### src/design/sfc_pkg.sv
/*
 Constants, command codes and types of the serial flash command interpreter.
 Assumes a 50 MHz main clock and an 8N1 UART link to an external programmer.
*/
// Summary of operation
// - Page read returns 256 bytes, lowest first
// - Command 70 returns main then aux status
// - Command 50 clears error bits four, five
// - Erase all needs A7 then confirm D0
// - Lock query returns one byte, fourth slot
// - Command FB returns eight version bytes
// - Command FC dumps one boot page
// - Blank flash accepts every command
// - Unverified ID accepts status, ID, version, baud
// - Speed change byte sent twice, rate switches
// - Characters are 8N1, LSB first
// - Receive timeout sets flag, returns to wait
package sfc_pkg;
   localparam int CLK_HZ = 50_000_000;
   localparam int BAUD_BASE = 9600;
   localparam int BIT_CYC_BASE = CLK_HZ / BAUD_BASE;
   localparam int RX_TIMEOUT_MS = 10;
   localparam int RX_TIMEOUT_CYC = (CLK_HZ / 1000) * RX_TIMEOUT_MS;
   localparam int CNT_W = 16;
   localparam int TMO_W = 24;
   localparam int DATA_BITS = 8;
   localparam logic [3:0] LAST_BIT = 4'h9;
   // Command codes
   localparam logic [7:0] CMD_PAGE_READ = 8'hFF;
   localparam logic [7:0] CMD_PAGE_PROG = 8'h41;
   localparam logic [7:0] CMD_BLOCK_ERASE = 8'h20;
   localparam logic [7:0] CMD_ERASE_ALL = 8'hA7;
   localparam logic [7:0] CMD_READ_STAT = 8'h70;
   localparam logic [7:0] CMD_CLEAR_STAT = 8'h50;
   localparam logic [7:0] CMD_READ_LOCK = 8'h71;
   localparam logic [7:0] CMD_LOCK_PROG = 8'h77;
   localparam logic [7:0] CMD_LOCK_EN = 8'h7A;
   localparam logic [7:0] CMD_LOCK_DIS = 8'h75;
   localparam logic [7:0] CMD_ID_CHECK = 8'hF5;
   localparam logic [7:0] CMD_DOWNLOAD = 8'hFA;
   localparam logic [7:0] CMD_VERSION = 8'hFB;
   localparam logic [7:0] CMD_BOOT_DUMP = 8'hFC;
   localparam logic [7:0] CMD_READ_CHECK = 8'hFD;
   localparam logic [7:0] CMD_CONFIRM = 8'hD0;
   localparam logic [5:0] CMD_BAUD_HI = 6'h2C;
   // Transfer lengths, as last index of the answer
   localparam logic [8:0] LAST_PAGE = 9'h0FF;
   localparam logic [8:0] LAST_STAT = 9'h001;
   localparam logic [8:0] LAST_LOCK = 9'h000;
   localparam logic [8:0] LAST_VER = 9'h007;
   // Memory spaces seen on the read port
   localparam logic [1:0] SPACE_FLASH = 2'h0;
   localparam logic [1:0] SPACE_BOOT = 2'h1;
   localparam logic [1:0] SPACE_LOCK = 2'h2;
   // Status bit positions
   localparam int ERR4_POS = 4;
   localparam int ERR5_POS = 5;
   localparam int TMO_POS = 1;
   localparam int RSV_POS = 0;
   typedef enum logic [3:0] {
      ST_WAIT, ST_ADDR_M, ST_ADDR_H, ST_CONFIRM, ST_BAUD2, ST_FETCH, ST_GAP, ST_LOAD, ST_SEND, ST_HOLD
   } sfc_state_t;
   typedef enum logic [1:0] {SRC_MEM, SRC_STAT, SRC_VER} sfc_src_t;
endpackage

### src/design/sfc_uart_rx.sv
/*
 UART receiver, 8 data bits, LSB first, one stop bit, no parity.
 Assumes rxd_i is asynchronous and idles high; bit period comes from the caller.
*/
`timescale 1ns/100ps
module sfc_uart_rx (
   input wire logic clk_i,
   input wire logic resetn_i,
   input wire logic rxd_i,
   input wire logic [sfc_pkg::CNT_W-1:0] bit_cyc_i,
   output logic [7:0] byte_o,
   output logic valid_o
);
   logic s1_r, s2_r, s3_r, filt_r, busy_r;
   logic [sfc_pkg::CNT_W-1:0] cnt_r;
   logic [3:0] bit_r;
   logic [7:0] shift_r;

   ////////////////////////////////////////////////////////////////////////////
   // Three-stage synchroniser; a level counts once stages two and three agree
   always_ff @(posedge clk_i or negedge resetn_i) begin
      if (!resetn_i) begin
         s1_r <= 1'b1;
         s2_r <= 1'b1;
         s3_r <= 1'b1;
         filt_r <= 1'b1;
      end else begin
         s1_r <= rxd_i;
         s2_r <= s1_r;
         s3_r <= s2_r;
         if (s2_r == s3_r) begin
            filt_r <= s3_r;
         end
      end
   end

   ////////////////////////////////////////////////////////////////////////////
   // Bit sampler; samples mid-bit, drops a frame whose stop bit is low
   always_ff @(posedge clk_i or negedge resetn_i) begin
      if (!resetn_i) begin
         busy_r <= 1'b0;
         cnt_r <= '0;
         bit_r <= '0;
         shift_r <= '0;
         valid_o <= 1'b0;
         byte_o <= '0;
      end else begin
         valid_o <= 1'b0;
         if (!busy_r) begin
            if (!filt_r) begin
               busy_r <= 1'b1;
               cnt_r <= bit_cyc_i >> 1;
               bit_r <= '0;
            end
         end else if (cnt_r != '0) begin
            cnt_r <= cnt_r - 1'b1;
         end else begin
            cnt_r <= bit_cyc_i - 1'b1;
            bit_r <= bit_r + 1'b1;
            if (bit_r == 4'h0 && filt_r) begin
               busy_r <= 1'b0;            // Glitch, not a start bit
            end else if (bit_r == sfc_pkg::LAST_BIT) begin
               busy_r <= 1'b0;
               valid_o <= filt_r;
               byte_o <= shift_r;
            end else if (bit_r != 4'h0) begin
               shift_r <= {filt_r, shift_r[7:1]};
            end
         end
      end
   end
endmodule

### src/design/sfc_cmd_interp.sv
/*
 Serial flash command interpreter: decodes programmer commands from the UART,
 answers with page, status, lock and version bytes, and hands write-type work out.
 Assumes a memory read port answering one cycle after MEM_RD_O, and an executor
 that pulses HANDOFF_DONE_I once it has taken over and finished a handed-out command.
*/
`timescale 1ns/100ps
module sfc_cmd_interp #(
   parameter int BIT_CYC_9600 = sfc_pkg::BIT_CYC_BASE,
   parameter int TMO_CYC = sfc_pkg::RX_TIMEOUT_CYC,
   parameter logic [63:0] VERSION = 64'h5645_5230_3130_3020 // Arbitrary text
) (
   input wire logic CLK_I,
   input wire logic RESETN_I,
   input wire logic RXD_I,
   input wire logic BLANK_I,
   input wire logic ID_VERIFIED_I,
   input wire logic [7:0] MAIN_STATUS_I,
   input wire logic [7:0] AUX_STATUS_I,
   input wire logic OP_ERR_FOUR_I,
   input wire logic OP_ERR_FIVE_I,
   input wire logic [7:0] MEM_DATA_I,
   input wire logic HANDOFF_DONE_I,
   output logic TXD_O,
   output logic [1:0] BAUD_SEL_O,
   output logic MEM_RD_O,
   output logic [1:0] MEM_SPACE_O,
   output logic [23:0] MEM_ADDR_O,
   output logic EXEC_O,
   output logic [7:0] EXEC_CODE_O,
   output logic [15:0] EXEC_ADDR_O,
   output logic RX_TIMEOUT_O,
   output logic [7:0] RX_BYTE_O,
   output logic RX_VALID_O
);
   sfc_pkg::sfc_state_t state_r;
   sfc_pkg::sfc_src_t src_r;
   logic [7:0] cmd_r, am_r, ah_r, rx_byte, main_stat, aux_stat, load_byte;
   logic [8:0] idx_r, last_r;
   logic [1:0] space_r;
   logic rx_valid, allowed, take, clr_err, tmo_hit, tx_start, tx_busy_r, tx_done_r;
   logic err4_r, err5_r, tmo_r, exec_now;
   logic [sfc_pkg::CNT_W-1:0] bit_cyc, tx_cnt_r;
   logic [sfc_pkg::TMO_W-1:0] tmo_cnt_r;
   logic [9:0] tx_shift_r;
   logic [3:0] tx_bit_r;

   ////////////////////////////////////////////////////////////////////////////
   // Bit period per selected speed; 57600 is a sixth of the base period
   always_comb begin
      case (BAUD_SEL_O)
         2'h0: bit_cyc = sfc_pkg::CNT_W'(BIT_CYC_9600);
         2'h1: bit_cyc = sfc_pkg::CNT_W'(BIT_CYC_9600 / 2);
         2'h2: bit_cyc = sfc_pkg::CNT_W'(BIT_CYC_9600 / 4);
         default: bit_cyc = sfc_pkg::CNT_W'(BIT_CYC_9600 / 6);
      endcase
   end

   sfc_uart_rx u_rx (
      .clk_i(CLK_I),
      .resetn_i(RESETN_I),
      .rxd_i(RXD_I),
      .bit_cyc_i(bit_cyc),
      .byte_o(rx_byte),
      .valid_o(rx_valid)
   );

   ////////////////////////////////////////////////////////////////////////////
   // Gate before ID check; blank flash lifts the gate entirely
   assign allowed = BLANK_I || ID_VERIFIED_I || rx_byte == sfc_pkg::CMD_READ_STAT ||
                    rx_byte == sfc_pkg::CMD_ID_CHECK || rx_byte == sfc_pkg::CMD_VERSION ||
                    rx_byte[7:2] == sfc_pkg::CMD_BAUD_HI;
   assign take = state_r == sfc_pkg::ST_WAIT && rx_valid && allowed;
   assign clr_err = take && rx_byte == sfc_pkg::CMD_CLEAR_STAT;
   assign tmo_hit = (state_r == sfc_pkg::ST_ADDR_M || state_r == sfc_pkg::ST_ADDR_H ||
                     state_r == sfc_pkg::ST_CONFIRM || state_r == sfc_pkg::ST_BAUD2) &&
                    !rx_valid && tmo_cnt_r == sfc_pkg::TMO_W'(TMO_CYC - 1);
   assign tx_start = state_r == sfc_pkg::ST_LOAD;
   assign exec_now = (take && (rx_byte == sfc_pkg::CMD_LOCK_EN || rx_byte == sfc_pkg::CMD_LOCK_DIS ||
                               rx_byte == sfc_pkg::CMD_PAGE_PROG || rx_byte == sfc_pkg::CMD_ID_CHECK ||
                               rx_byte == sfc_pkg::CMD_DOWNLOAD || rx_byte == sfc_pkg::CMD_READ_CHECK)) ||
                     (state_r == sfc_pkg::ST_CONFIRM && rx_valid && rx_byte == sfc_pkg::CMD_CONFIRM);

   // Status bytes as sent; the reserved aux bit reads zero
   always_comb begin
      main_stat = MAIN_STATUS_I;
      main_stat[sfc_pkg::ERR4_POS] = err4_r;
      main_stat[sfc_pkg::ERR5_POS] = err5_r;
      aux_stat = AUX_STATUS_I;
      aux_stat[sfc_pkg::TMO_POS] = tmo_r;
      aux_stat[sfc_pkg::RSV_POS] = 1'b0;
      case (src_r)
         sfc_pkg::SRC_MEM: load_byte = MEM_DATA_I;
         sfc_pkg::SRC_STAT: load_byte = (idx_r == '0) ? main_stat : aux_stat;
         default: load_byte = VERSION[8 * (7 - int'(idx_r[2:0])) +: 8];
      endcase
   end

   ////////////////////////////////////////////////////////////////////////////
   // Frame sequencer: each byte fills the next slot of the command layout
   always_ff @(posedge CLK_I or negedge RESETN_I) begin
      if (!RESETN_I) begin
         state_r <= sfc_pkg::ST_WAIT;
         src_r <= sfc_pkg::SRC_MEM;
         cmd_r <= '0;
         am_r <= '0;
         ah_r <= '0;
         idx_r <= '0;
         last_r <= '0;
         space_r <= sfc_pkg::SPACE_FLASH;
      end else if (tmo_hit) begin
         state_r <= sfc_pkg::ST_WAIT;
      end else begin
         case (state_r)
            sfc_pkg::ST_WAIT: begin
               idx_r <= '0;
               if (take) begin
                  cmd_r <= rx_byte;
                  case (rx_byte)
                     sfc_pkg::CMD_PAGE_READ, sfc_pkg::CMD_BOOT_DUMP, sfc_pkg::CMD_READ_LOCK,
                     sfc_pkg::CMD_BLOCK_ERASE, sfc_pkg::CMD_LOCK_PROG: state_r <= sfc_pkg::ST_ADDR_M;
                     sfc_pkg::CMD_ERASE_ALL: state_r <= sfc_pkg::ST_CONFIRM;
                     sfc_pkg::CMD_READ_STAT: begin
                        src_r <= sfc_pkg::SRC_STAT;
                        last_r <= sfc_pkg::LAST_STAT;
                        state_r <= sfc_pkg::ST_FETCH;
                     end
                     sfc_pkg::CMD_VERSION: begin
                        src_r <= sfc_pkg::SRC_VER;
                        last_r <= sfc_pkg::LAST_VER;
                        state_r <= sfc_pkg::ST_FETCH;
                     end
                     sfc_pkg::CMD_PAGE_PROG, sfc_pkg::CMD_ID_CHECK, sfc_pkg::CMD_DOWNLOAD,
                     sfc_pkg::CMD_READ_CHECK: state_r <= sfc_pkg::ST_HOLD;
                     default: begin
                        if (rx_byte[7:2] == sfc_pkg::CMD_BAUD_HI) begin
                           state_r <= sfc_pkg::ST_BAUD2;
                        end
                     end
                  endcase
               end
            end
            sfc_pkg::ST_ADDR_M: if (rx_valid) begin
               am_r <= rx_byte;
               state_r <= sfc_pkg::ST_ADDR_H;
            end
            sfc_pkg::ST_ADDR_H: if (rx_valid) begin
               ah_r <= rx_byte;
               src_r <= sfc_pkg::SRC_MEM;
               last_r <= (cmd_r == sfc_pkg::CMD_READ_LOCK) ? sfc_pkg::LAST_LOCK : sfc_pkg::LAST_PAGE;
               space_r <= (cmd_r == sfc_pkg::CMD_BOOT_DUMP) ? sfc_pkg::SPACE_BOOT :
                          (cmd_r == sfc_pkg::CMD_READ_LOCK) ? sfc_pkg::SPACE_LOCK : sfc_pkg::SPACE_FLASH;
               if (cmd_r == sfc_pkg::CMD_BLOCK_ERASE || cmd_r == sfc_pkg::CMD_LOCK_PROG) begin
                  state_r <= sfc_pkg::ST_CONFIRM;
               end else begin
                  state_r <= sfc_pkg::ST_FETCH;
               end
            end
            sfc_pkg::ST_CONFIRM, sfc_pkg::ST_BAUD2: if (rx_valid) begin
               state_r <= sfc_pkg::ST_WAIT;          // Wrong confirm byte drops the frame
            end
            sfc_pkg::ST_FETCH: state_r <= sfc_pkg::ST_GAP;
            sfc_pkg::ST_GAP: state_r <= sfc_pkg::ST_LOAD;
            sfc_pkg::ST_LOAD: state_r <= sfc_pkg::ST_SEND;
            sfc_pkg::ST_SEND: if (tx_done_r) begin
               idx_r <= idx_r + 1'b1;
               state_r <= (idx_r == last_r) ? sfc_pkg::ST_WAIT : sfc_pkg::ST_FETCH;
            end
            sfc_pkg::ST_HOLD: if (HANDOFF_DONE_I) begin
               state_r <= sfc_pkg::ST_WAIT;
            end
            default: state_r <= sfc_pkg::ST_WAIT;
         endcase
      end
   end

   ////////////////////////////////////////////////////////////////////////////
   // Memory read port, address walks upward from the page base
   always_ff @(posedge CLK_I or negedge RESETN_I) begin
      if (!RESETN_I) begin
         MEM_RD_O <= 1'b0;
         MEM_ADDR_O <= '0;
         MEM_SPACE_O <= sfc_pkg::SPACE_FLASH;
      end else begin
         MEM_RD_O <= state_r == sfc_pkg::ST_FETCH && src_r == sfc_pkg::SRC_MEM;
         if (state_r == sfc_pkg::ST_FETCH) begin
            MEM_ADDR_O <= {ah_r, am_r, idx_r[7:0]};
            MEM_SPACE_O <= space_r;
         end
      end
   end

   ////////////////////////////////////////////////////////////////////////////
   // Hand-out strobe for commands whose work lives elsewhere
   always_ff @(posedge CLK_I or negedge RESETN_I) begin
      if (!RESETN_I) begin
         EXEC_O <= 1'b0;
         EXEC_CODE_O <= '0;
         EXEC_ADDR_O <= '0;
      end else begin
         EXEC_O <= exec_now;
         if (exec_now) begin
            EXEC_CODE_O <= (state_r == sfc_pkg::ST_CONFIRM) ? cmd_r : rx_byte;
            EXEC_ADDR_O <= {ah_r, am_r};
         end
      end
   end

   ////////////////////////////////////////////////////////////////////////////
   // Sticky status flags; a set in the clearing cycle wins
   always_ff @(posedge CLK_I or negedge RESETN_I) begin
      if (!RESETN_I) begin
         err4_r <= 1'b0;
         err5_r <= 1'b0;
         tmo_r <= 1'b0;
         RX_TIMEOUT_O <= 1'b0;
      end else begin
         err4_r <= OP_ERR_FOUR_I || (err4_r && !clr_err);
         err5_r <= OP_ERR_FIVE_I || (err5_r && !clr_err);
         tmo_r <= tmo_r || tmo_hit;
         RX_TIMEOUT_O <= tmo_r || tmo_hit;
      end
   end

   // Inter-byte timer, restarted by every received byte
   always_ff @(posedge CLK_I or negedge RESETN_I) begin
      if (!RESETN_I) begin
         tmo_cnt_r <= '0;
      end else if (rx_valid || state_r == sfc_pkg::ST_WAIT || tmo_hit) begin
         tmo_cnt_r <= '0;
      end else begin
         tmo_cnt_r <= tmo_cnt_r + 1'b1;
      end
   end

   // Speed changes only when the same speed byte arrives twice
   always_ff @(posedge CLK_I or negedge RESETN_I) begin
      if (!RESETN_I) begin
         BAUD_SEL_O <= '0;
      end else if (state_r == sfc_pkg::ST_BAUD2 && rx_valid && rx_byte == cmd_r) begin
         BAUD_SEL_O <= cmd_r[1:0];
      end
   end

   // Received bytes passed on, for the executor of handed-out commands
   always_ff @(posedge CLK_I or negedge RESETN_I) begin
      if (!RESETN_I) begin
         RX_BYTE_O <= '0;
         RX_VALID_O <= 1'b0;
      end else begin
         RX_VALID_O <= rx_valid;
         RX_BYTE_O <= rx_byte;
      end
   end

   ////////////////////////////////////////////////////////////////////////////
   // Transmitter: start bit, eight data bits LSB first, one stop bit
   always_ff @(posedge CLK_I or negedge RESETN_I) begin
      if (!RESETN_I) begin
         TXD_O <= 1'b1;
         tx_busy_r <= 1'b0;
         tx_done_r <= 1'b0;
         tx_shift_r <= '1;
         tx_bit_r <= '0;
         tx_cnt_r <= '0;
      end else begin
         tx_done_r <= 1'b0;
         if (!tx_busy_r) begin
            if (tx_start) begin
               tx_shift_r <= {1'b1, load_byte, 1'b0};
               tx_busy_r <= 1'b1;
               tx_bit_r <= '0;
               tx_cnt_r <= bit_cyc - 1'b1;
               TXD_O <= 1'b0;
            end
         end else if (tx_cnt_r != '0) begin
            tx_cnt_r <= tx_cnt_r - 1'b1;
         end else if (tx_bit_r == sfc_pkg::LAST_BIT) begin
            tx_busy_r <= 1'b0;
            tx_done_r <= 1'b1;
         end else begin
            tx_shift_r <= {1'b1, tx_shift_r[9:1]};
            TXD_O <= tx_shift_r[1];
            tx_bit_r <= tx_bit_r + 1'b1;
            tx_cnt_r <= bit_cyc - 1'b1;
         end
      end
   end
endmodule

### config.mk
export PLATFORM = sky130hd
export DESIGN_NAME = sfc_cmd_interp
export DESIGN_NICKNAME = d
export VERILOG_FILES = /design/src/design/sfc_pkg.sv /design/src/design/sfc_uart_rx.sv /design/src/design/sfc_cmd_interp.sv
export SDC_FILE = /design/constraint.sdc
export NUM_CORES = 1
export LEC_CHECK = 0
export ABC_CLOCK_PERIOD_IN_PS = 3700
export BUFFER_PORTS_ARGS = -buffer_cell sky130_fd_sc_hd__buf_4
export CORE_UTILIZATION = 45
export CTS_CLUSTER_DIAMETER = 50
export DETAILED_ROUTE_END_ITERATION = 7
export PLACE_DENSITY_LB_ADDON = 0.2
export SYNTH_ARGS = -nofsm -noshare
export SYNTH_HDL_FRONTEND = slang
export SYNTH_SLANG_ARGS = --single-unit
### constraint.sdc
create_clock -name CLK_I -period 3.7 [get_ports CLK_I]
set_input_delay 0.37 -clock CLK_I [delete_from_list [all_inputs] [get_ports CLK_I]]
set_output_delay 0.37 -clock CLK_I [all_outputs]
set_load 0.02 [all_outputs]
==> metrics.md, run 1 <==
| Metric | Value |
|---|---|
| Worst Setup SP | u_rx.cnt_r[6]$_DFFE_PN0P_ |
| Post-synth EDFFs | 0 |
| Sequential fraction of the synthesis area | 0.507 |
| Final WL | 23.1 mm |
| Placed inst area | 11,300 sq um |
| Synth Area per Inst | around 10 sq um |
| RR Startpoint | u_rx.cnt_r[6]$_DFFE_PN0P_ |
| Num rows | 54 |
| Filler cells | 1,894 |
| Reg2Reg Depth | 5 |
| #FFs+latches synth | around 210 |
| H-tree levels | 1 |
| RSZ-0062 raised after global routing | no |
| Final count of negative-setup-slack endpoints | 0 |
| Cell Area, Synth | 10,300 sq um |
| Crit path cell chain | or4_4 -> or4_4 -> or2_1 -> or4_4 -> mux2_4 |
| Crit path top cell by count | or4_4 |
| Clk buf depth | 3 |
| PwrDens | 407 nW/um^2 |
| Worst Hold Class | in2reg |
| CTS Root Cell | clkbuf_16 |
| Hold path cells | 2 |
| Fin crit share | 0.820 |
| TNS Setup | 0 ns |
| CP startpoint kind | register |
| WP depth | 5 |
| Iter 0 DRT Violations | 438 |
| Initial antenna violation count | 0 |
| Post-route clock skew | around 0.0065 ns |
| Leakage power | 5.66 nW |
| Die X-Extent | 153 microns |
| WS Path Type | reg2reg |
| Ports | 97 |
| DRT antenna net count | 0 |
| Worst VDD drop | ~300 uV |
| Max FO, Critical Path | 15 |
| Synth unique cells | approximately 70 |
| Synth async-reset ratio | 1.00 |
| Commonest non-fill, non-tap cell in the layout | dfrtp_1 |
| Layout cells sized above 1 | 0.241 |
| Top cell family by delay on the critical path | simple AND/OR/NAND/NOR gates |
| Hold Vio Cnt, Final | 0 |
| Worst-Margin Slew | 0.829 ns |
| Most frequent cells in the layout | dfrtp_1 (194), buf_4 (106), nor2_1 (98) |
| Slew Limit Fails | 0 |
| DRT Pass-1 Iters | 5 |
| CTS tree | yes |
| Clk_lat worst skew | 0.51 ns |
| Slew margin rel. | 0.440 |
| Worst reg2reg setup slack | 0.67 ns |
| PortBufs | 92 |
| Routability congestion estimate | about 0.84 |
| YS warnings | 0 |
| Placeable core area | 22,100 sq um |
| Max Cap Viol | 0 |
| All-layer global routing usage | 0.203 |
| Critical path required time | approximately 4.1 ns |
| Crit. End Element | register |
| Min cycle time layout | 3.03 ns |
| Drt drc | 0 |
| Total CTS buffers | 25 |
| Most used flip-flop cell after synthesis | dfrtp_1 |
| Starting Density | 0.464 |
| Bufs and invs on worst path | 0 |
| GR Overflow Total | 0 |
| Hold Crit Start | OP_ERR_FOUR_I |
| Status | complete, no violations |
| First-pass GRT wire length | 38.8 mm |
| Clock Sinks | a little over 200 |
| Wire length per cell | 17.0 microns |
| Net count after synthesis | 1,032 |
| Synth-to-Final Area Change | 18.6% |
| Nets | 1,116 |
| CTS resizes | 0 |
| Antenna cells | 0 |
| CP max-delay cell | or4_4 |
| Via-per-instance ratio | 5.53 |
| Finished Layout Cells | 1,359 |
| Synth Instances | 977 |
| CTS clk-pin slew, worst paths | 0.06 ns |
| Detailed placement HPWL | between 15 and 20 mm |
| Full die area | roughly 23,000 sq um |
| CP arrival | between 3 and 4 ns |
| Max stage delay on crit path | slightly below 0.7 ns |
| Util after Layout | 0.550 |
| Number of global-route vias before repair | 7,281 |
| Detailed-route via count | 7,514 |
| Placed insts | between 1,000 and 1,500 |
| Post-route cell area | 12,200 sq um |
| Largest net degree at the start of global routing | 111 |
| Max Freq | 330 MHz |
| Die height | 153 microns |
## registers in the layout (all words and copies together) (netlist names), 9 cells and up
register	flops
EXEC_ADDR_O	16
MEM_ADDR_O	24
idx_r	9
tmo_cnt_r	24
tx_cnt_r	16
u_rx.cnt_r	16
## kinds of logic (layout without fill, tap and decap cells)
| family | Yosys count | in the layout | share of synthesized area |
|---|---|---|---|
| compound gates | 186 | 186 | 0.117 |
| xor+xnor | 49 | 49 | 0.0418 |
| fa+ha+maj | 24 | 24 | 0.0290 |
| buf+inv | 85 | 187 | 0.0321 |
| flops | 207 | 207 | 0.507 |
| mux | 106 | 106 | 0.116 |
| simple gates | 320 | 320 | 0.157 |
## synth_stat cells (4+ instances only)
cell type	number	area share
buf_1	4	0.0015
a31oi_1	7	0.0043
nor2_1	98	0.036
a211oi_1	14	0.010
nor4b_1	5	0.0043
mux2_4	8	0.012
clkbuf_1	46	0.017
o21a_1	4	0.0029
and3_1	9	0.0055
mux2_2	75	0.082
o31ai_1	12	0.0088
dfstp_2	13	0.033
nor3b_1	7	0.0051
nand4b_1	7	0.0060
o21ai_0	62	0.030
nand4_1	13	0.0079
xnor2_1	24	0.020
dfrtp_1	194	0.47
o22ai_1	5	0.0030
nor2b_1	5	0.0030
a21oi_1	28	0.014
nand3_1	25	0.012
o41ai_1	4	0.0034
nor3_1	23	0.011
ha_1	23	0.028
mux2i_1	23	0.022
xor2_1	25	0.021
inv_1	31	0.011
and4_1	5	0.0043
nor4_1	12	0.0073
or3_1	9	0.0055
a22oi_1	4	0.0029
o211ai_1	8	0.0059
a21o_1	5	0.0037
nand2b_1	4	0.0024
nand2_1	77	0.028
## path summary, 6_finish.rpt
path,end
worst min register to register,u_rx.s2_r$_DFF_PN1_
worst max register to register,u_rx.byte_o[0]$_DFFE_PN0P_
min in group asynchronous,tmo_cnt_r[13]$_DFF_PN0_
max in group asynchronous,tmo_r$_DFF_PN0_
worst max-delay path,u_rx.byte_o[0]$_DFFE_PN0P_
worst min-delay path,err4_r$_DFF_PN0_
## timing repair
action	in CTS	in global routing
hold endpoints to repair	36	0
endpoints found under the setup margin	0	0
buffers inserted	0	0
hold buffers	2	0
## report_power, final
group	leakage, nW	internal, mW	switching (mW)
clock	0.426	1.61	0.959
sequential	2.70	2.28	0.00929
combinational	2.53	0.0328	0.0586
total	5.66	3.92	1.03
## cell type report
type	count	area, sq um	share of cell area
repair buffers	110	850	0.0699
clock buffers	34	739	0.0608
inverters	32	120	0.00988
well taps	280	350	0.0288
clock inverters	11	148	0.0121
multi-input cells	685	4760	0.391
flip-flops and latches	207	5200	0.427
## metal layers
metal	wire, microns	global-route usage
met3	802	0.0278
met1	10900	0.289
met2	10800	0.327
met5	0	0
met4	520	0.0524
## stage by stage
stage	power, mW	hold slack (ns)	setup WS, ns
5_1_grt	5.12	0.0189	0.509
3_3_place_gp	2.42	0.331	0.690
4_1_cts	5.01	0.0147	0.675
6_report	4.94	0.0296	0.665
3_5_place_dp	2.42	0.334	0.675
2_1_floorplan	2.34	0.0744	0.911
## worst reg2reg max path, cell delays in order, from the launching register on
cell     delay [ns]
dfrtp_1        0.43
or4_4          0.57
or4_4          0.45
or2_1          0.45
or4_4          0.68
mux2_4         0.33
Note: power is estimated with default switching activity, not from simulation.
==> run 2: changes to the inputs <==
--- a/config.mk
+++ b/config.mk
@@ -5,7 +5,7 @@
 export SDC_FILE = /design/constraint.sdc
 export NUM_CORES = 1
 export LEC_CHECK = 0
-export ABC_CLOCK_PERIOD_IN_PS = 3700
+export ABC_CLOCK_PERIOD_IN_PS = 2900
 export BUFFER_PORTS_ARGS = -buffer_cell sky130_fd_sc_hd__buf_4
 export CORE_UTILIZATION = 45
 export CTS_CLUSTER_DIAMETER = 50
==> constraint.sdc (replaced) <==
create_clock -name CLK_I -period 2.9 [get_ports CLK_I]
set_input_delay 0.29 -clock CLK_I [delete_from_list [all_inputs] [get_ports CLK_I]]
set_output_delay 0.29 -clock CLK_I [all_outputs]
set_load 0.02 [all_outputs]
==> run 2 against run 1 <==
  * Via count is 1.8% higher
  * Wire length increased by 0.87%
  * Die area unchanged
  * Combinational power rose by 35%
  * Clock power grew 23%
  * Core utilization up 1.1 points
  * Cell count is 2.6% higher
  * Maximum frequency is 10% higher
  * Non-clock buffer count increased by 33
==> metrics.md, run 2 (synthesis gave the netlist of run 1 again) <==
| Metric | Value |
|---|---|
| Status | complete, no violations |
| TNS Setup | 0 ns (unchanged) |
| Placeable core area | 22,100 sq um (unchanged) |
| Final setup margin | 0.150 ns (-0.515 ns) |
| Max Freq | 364 MHz (+10%) |
| P_sw | 1.35 mW (+31%) |
| Nets | 1,150 (+3.0%) |
| Antenna cells | 0 (unchanged) |
| Die height | 153 microns (unchanged) |
| Hold Vio Cnt, Final | 0 (unchanged) |
| First-pass GRT wire length | 39.2 mm (+1.2%) |
| All-layer global routing usage | 0.205 (+0.00131) |
| DRT Pass-1 Iters | 5 (unchanged) |
| Via-per-instance ratio | 5.48 (-0.82%) |
| Iter 0 DRT Violations | 373 (-15%) |
| Most frequent cells in the layout | dfrtp_1 (194), buf_4 (136), nor2_1 (98) |
| Ports | 97 (unchanged) |
| Num rows | 54 (unchanged) |
| Worst VDD drop | 470 uV (+59%) |
| Worst-Margin Slew | 0.776 ns (-0.0529 ns) |
| Fin crit share | 0.948 (+0.128) |
| Clk_lat worst skew | 0.52 ns (about the same) |
| CTS resizes | 0 (unchanged) |
| DRT antenna net count | 0 (unchanged) |
| Post-route clock skew | 0.00930 ns (+0.00278 ns) |
| Max FO, Critical Path | 10 (-5) |
| RSZ-0062 raised after global routing | no |
| Sw frac | 0.217 (+0.00925) |
| Sequential share of power | 0.470 (+0.008) |
| CTS Root Cell | clkbuf_16 |
| Die X-Extent | 153 microns (unchanged) |
| Initial antenna violation count | 0 (unchanged) |
| Biggest regs | MEM_ADDR_O: 24 flops, tmo_cnt_r: 24 flops |
| Full die area | 23,400 sq um (unchanged) |
| CTS tree | yes |
| PwrDens | 500 nW/um^2 (+23%) |
| Clock power share | 0.510 (-0.009) |
| H-tree levels | 1 (unchanged) |
| Number of global-route vias before repair | 7,609 (+4.5%) |
| Final WL | 23.3 mm (+0.87%) |
| Crit. End Element | register |
| Commonest non-fill, non-tap cell in the layout | dfrtp_1 |
| Slew margin rel. | 0.470 (+0.0297) |
| Post-route cell area | 12,400 sq um (+2.0%) |
| Drt drc | 0 (unchanged) |
| Slew Limit Fails | 0 (unchanged) |
| Synth-to-Final Area Change | 20.9% |
| Int Pwr | 4.86 mW (+24%) |
| Leakage power | 5.83 nW (+3.0%) |
| CTS Hold Bufs | 4 (+2) |
| Worst Hold Class | in2reg |
| Filler cells | 1,950 (+3.0%) |
| CP arrival | 3.15 ns (-0.28 ns) |
| Final count of negative-setup-slack endpoints | 0 (unchanged) |
| Starting Density | 0.464 (unchanged) |
| Placed inst area | 11,500 sq um (+2.2%) |
| CTS clk-pin slew, worst paths | 0.06 ns (about the same) |
| Setup slack at placement | 0.162 ns (-0.513 ns) |
| Total CTS buffers | 26 (+4.0%) |
| CP startpoint kind | register |
| Logic gate share of total power | 0.020 (+0.002) |
| Largest net degree at the start of global routing | 69 (-38%) |
| Wire length per cell | 16.7 microns (-1.7%) |
| GR Overflow Total | 0 (unchanged) |
| Layout cells sized above 1 | 0.262 (+0.0209) |
| Max Cap Viol | 0 (unchanged) |
| Routability congestion estimate | 0.862 (+2.6%) |
| Detailed placement HPWL | 16.2 mm (+5.0%) |
| Post-CTS Setup Bufs | 0 (unchanged) |
| WS Path Type | reg2reg |
| Power Total | 6.21 mW (+25%) |
| Clk buf depth | 3 (unchanged) |
| Critical path required time | 3.30 ns (-0.80 ns) |
| Clock Sinks | 207 (unchanged) |
| Detailed-route via count | 7,650 (+1.8%) |
| PortBufs | 92 (unchanged) |
| Min cycle time layout | 2.75 ns (-0.285 ns) |
-- run 2: cell count changes in the layout (fill, tap and decap cells not counted), sizes merged --
cell,change
clkinvlp,-1
clkinv,+4
bufinv,-2
inv,+2
buf,+31
dlygate4sd3,+2
-- run 2: final timing paths --
check                                                from  slack, ns                    endpoint  depth (start not counted)
worst max-delay path            u_rx.cnt_r[6]$_DFFE_PN0P_       0.15  u_rx.byte_o[2]$_DFFE_PN0P_                          5
worst min-delay path                       HANDOFF_DONE_I       0.10      state_r[3]$_DFFE_PN0P_                          4
worst max register to register  u_rx.cnt_r[6]$_DFFE_PN0P_       0.15  u_rx.byte_o[2]$_DFFE_PN0P_                          5
max in group asynchronous                        RESETN_I       1.76         u_rx.s1_r$_DFF_PN1_                          3
worst min register to register        u_rx.s1_r$_DFF_PN1_       0.36         u_rx.s2_r$_DFF_PN1_                          0
min in group asynchronous                        RESETN_I       0.32     tmo_cnt_r[11]$_DFF_PN0_                          2
-- run 2: critical path, stage by stage, from the launching register on --
cell     delay [ns]
dfrtp_1        0.43
or4_4          0.57
or4_4          0.45
or2_1          0.25
or4_4          0.60
mux2_4         0.33
-- run 2: final cells by class --
class                           count  area [sq um]  area share
Timing Repair Buffer              143          1110      0.0899
Clock inverter                     14           124     0.00999
Clock buffer                       34           742      0.0598
Inverter                           32           120     0.00968
Sequential cell                   207          5200       0.419
Multi-Input combinational cell    685          4760       0.383
Tap cell                          280           350      0.0282
-- run 2: metal layers --
layer,global-route usage,share of wire,vias to the layer above
met2,0.338,0.47,147
met3,0.0329,0.038,35
met1,0.279,0.47,3715
met4,0.0568,0.024,0
li1,-,-,3753
met5,0,0,-
-- run 2: per-stage QoR --
step           utilization  hold slack (ns)  cells
2_1_floorplan            -         -0.00559    977
3_3_place_gp         0.520            0.334   1343
4_1_cts              0.561           0.0785   1395
3_5_place_dp         0.520            0.332   1343
6_report             0.561            0.101   1395
5_1_grt              0.561            0.144   1395
-- run 2: power by group through the flow --
stage                     sequential, mW  clock [mW]  combinational (mW)
final                               2.92        3.16               0.123
after global routing                2.92        3.37               0.143
after CTS                           2.92        3.25               0.130
after detailed placement            2.97           0               0.125
after global placement              2.97           0               0.124
after floorplan                     2.96           0              0.0291
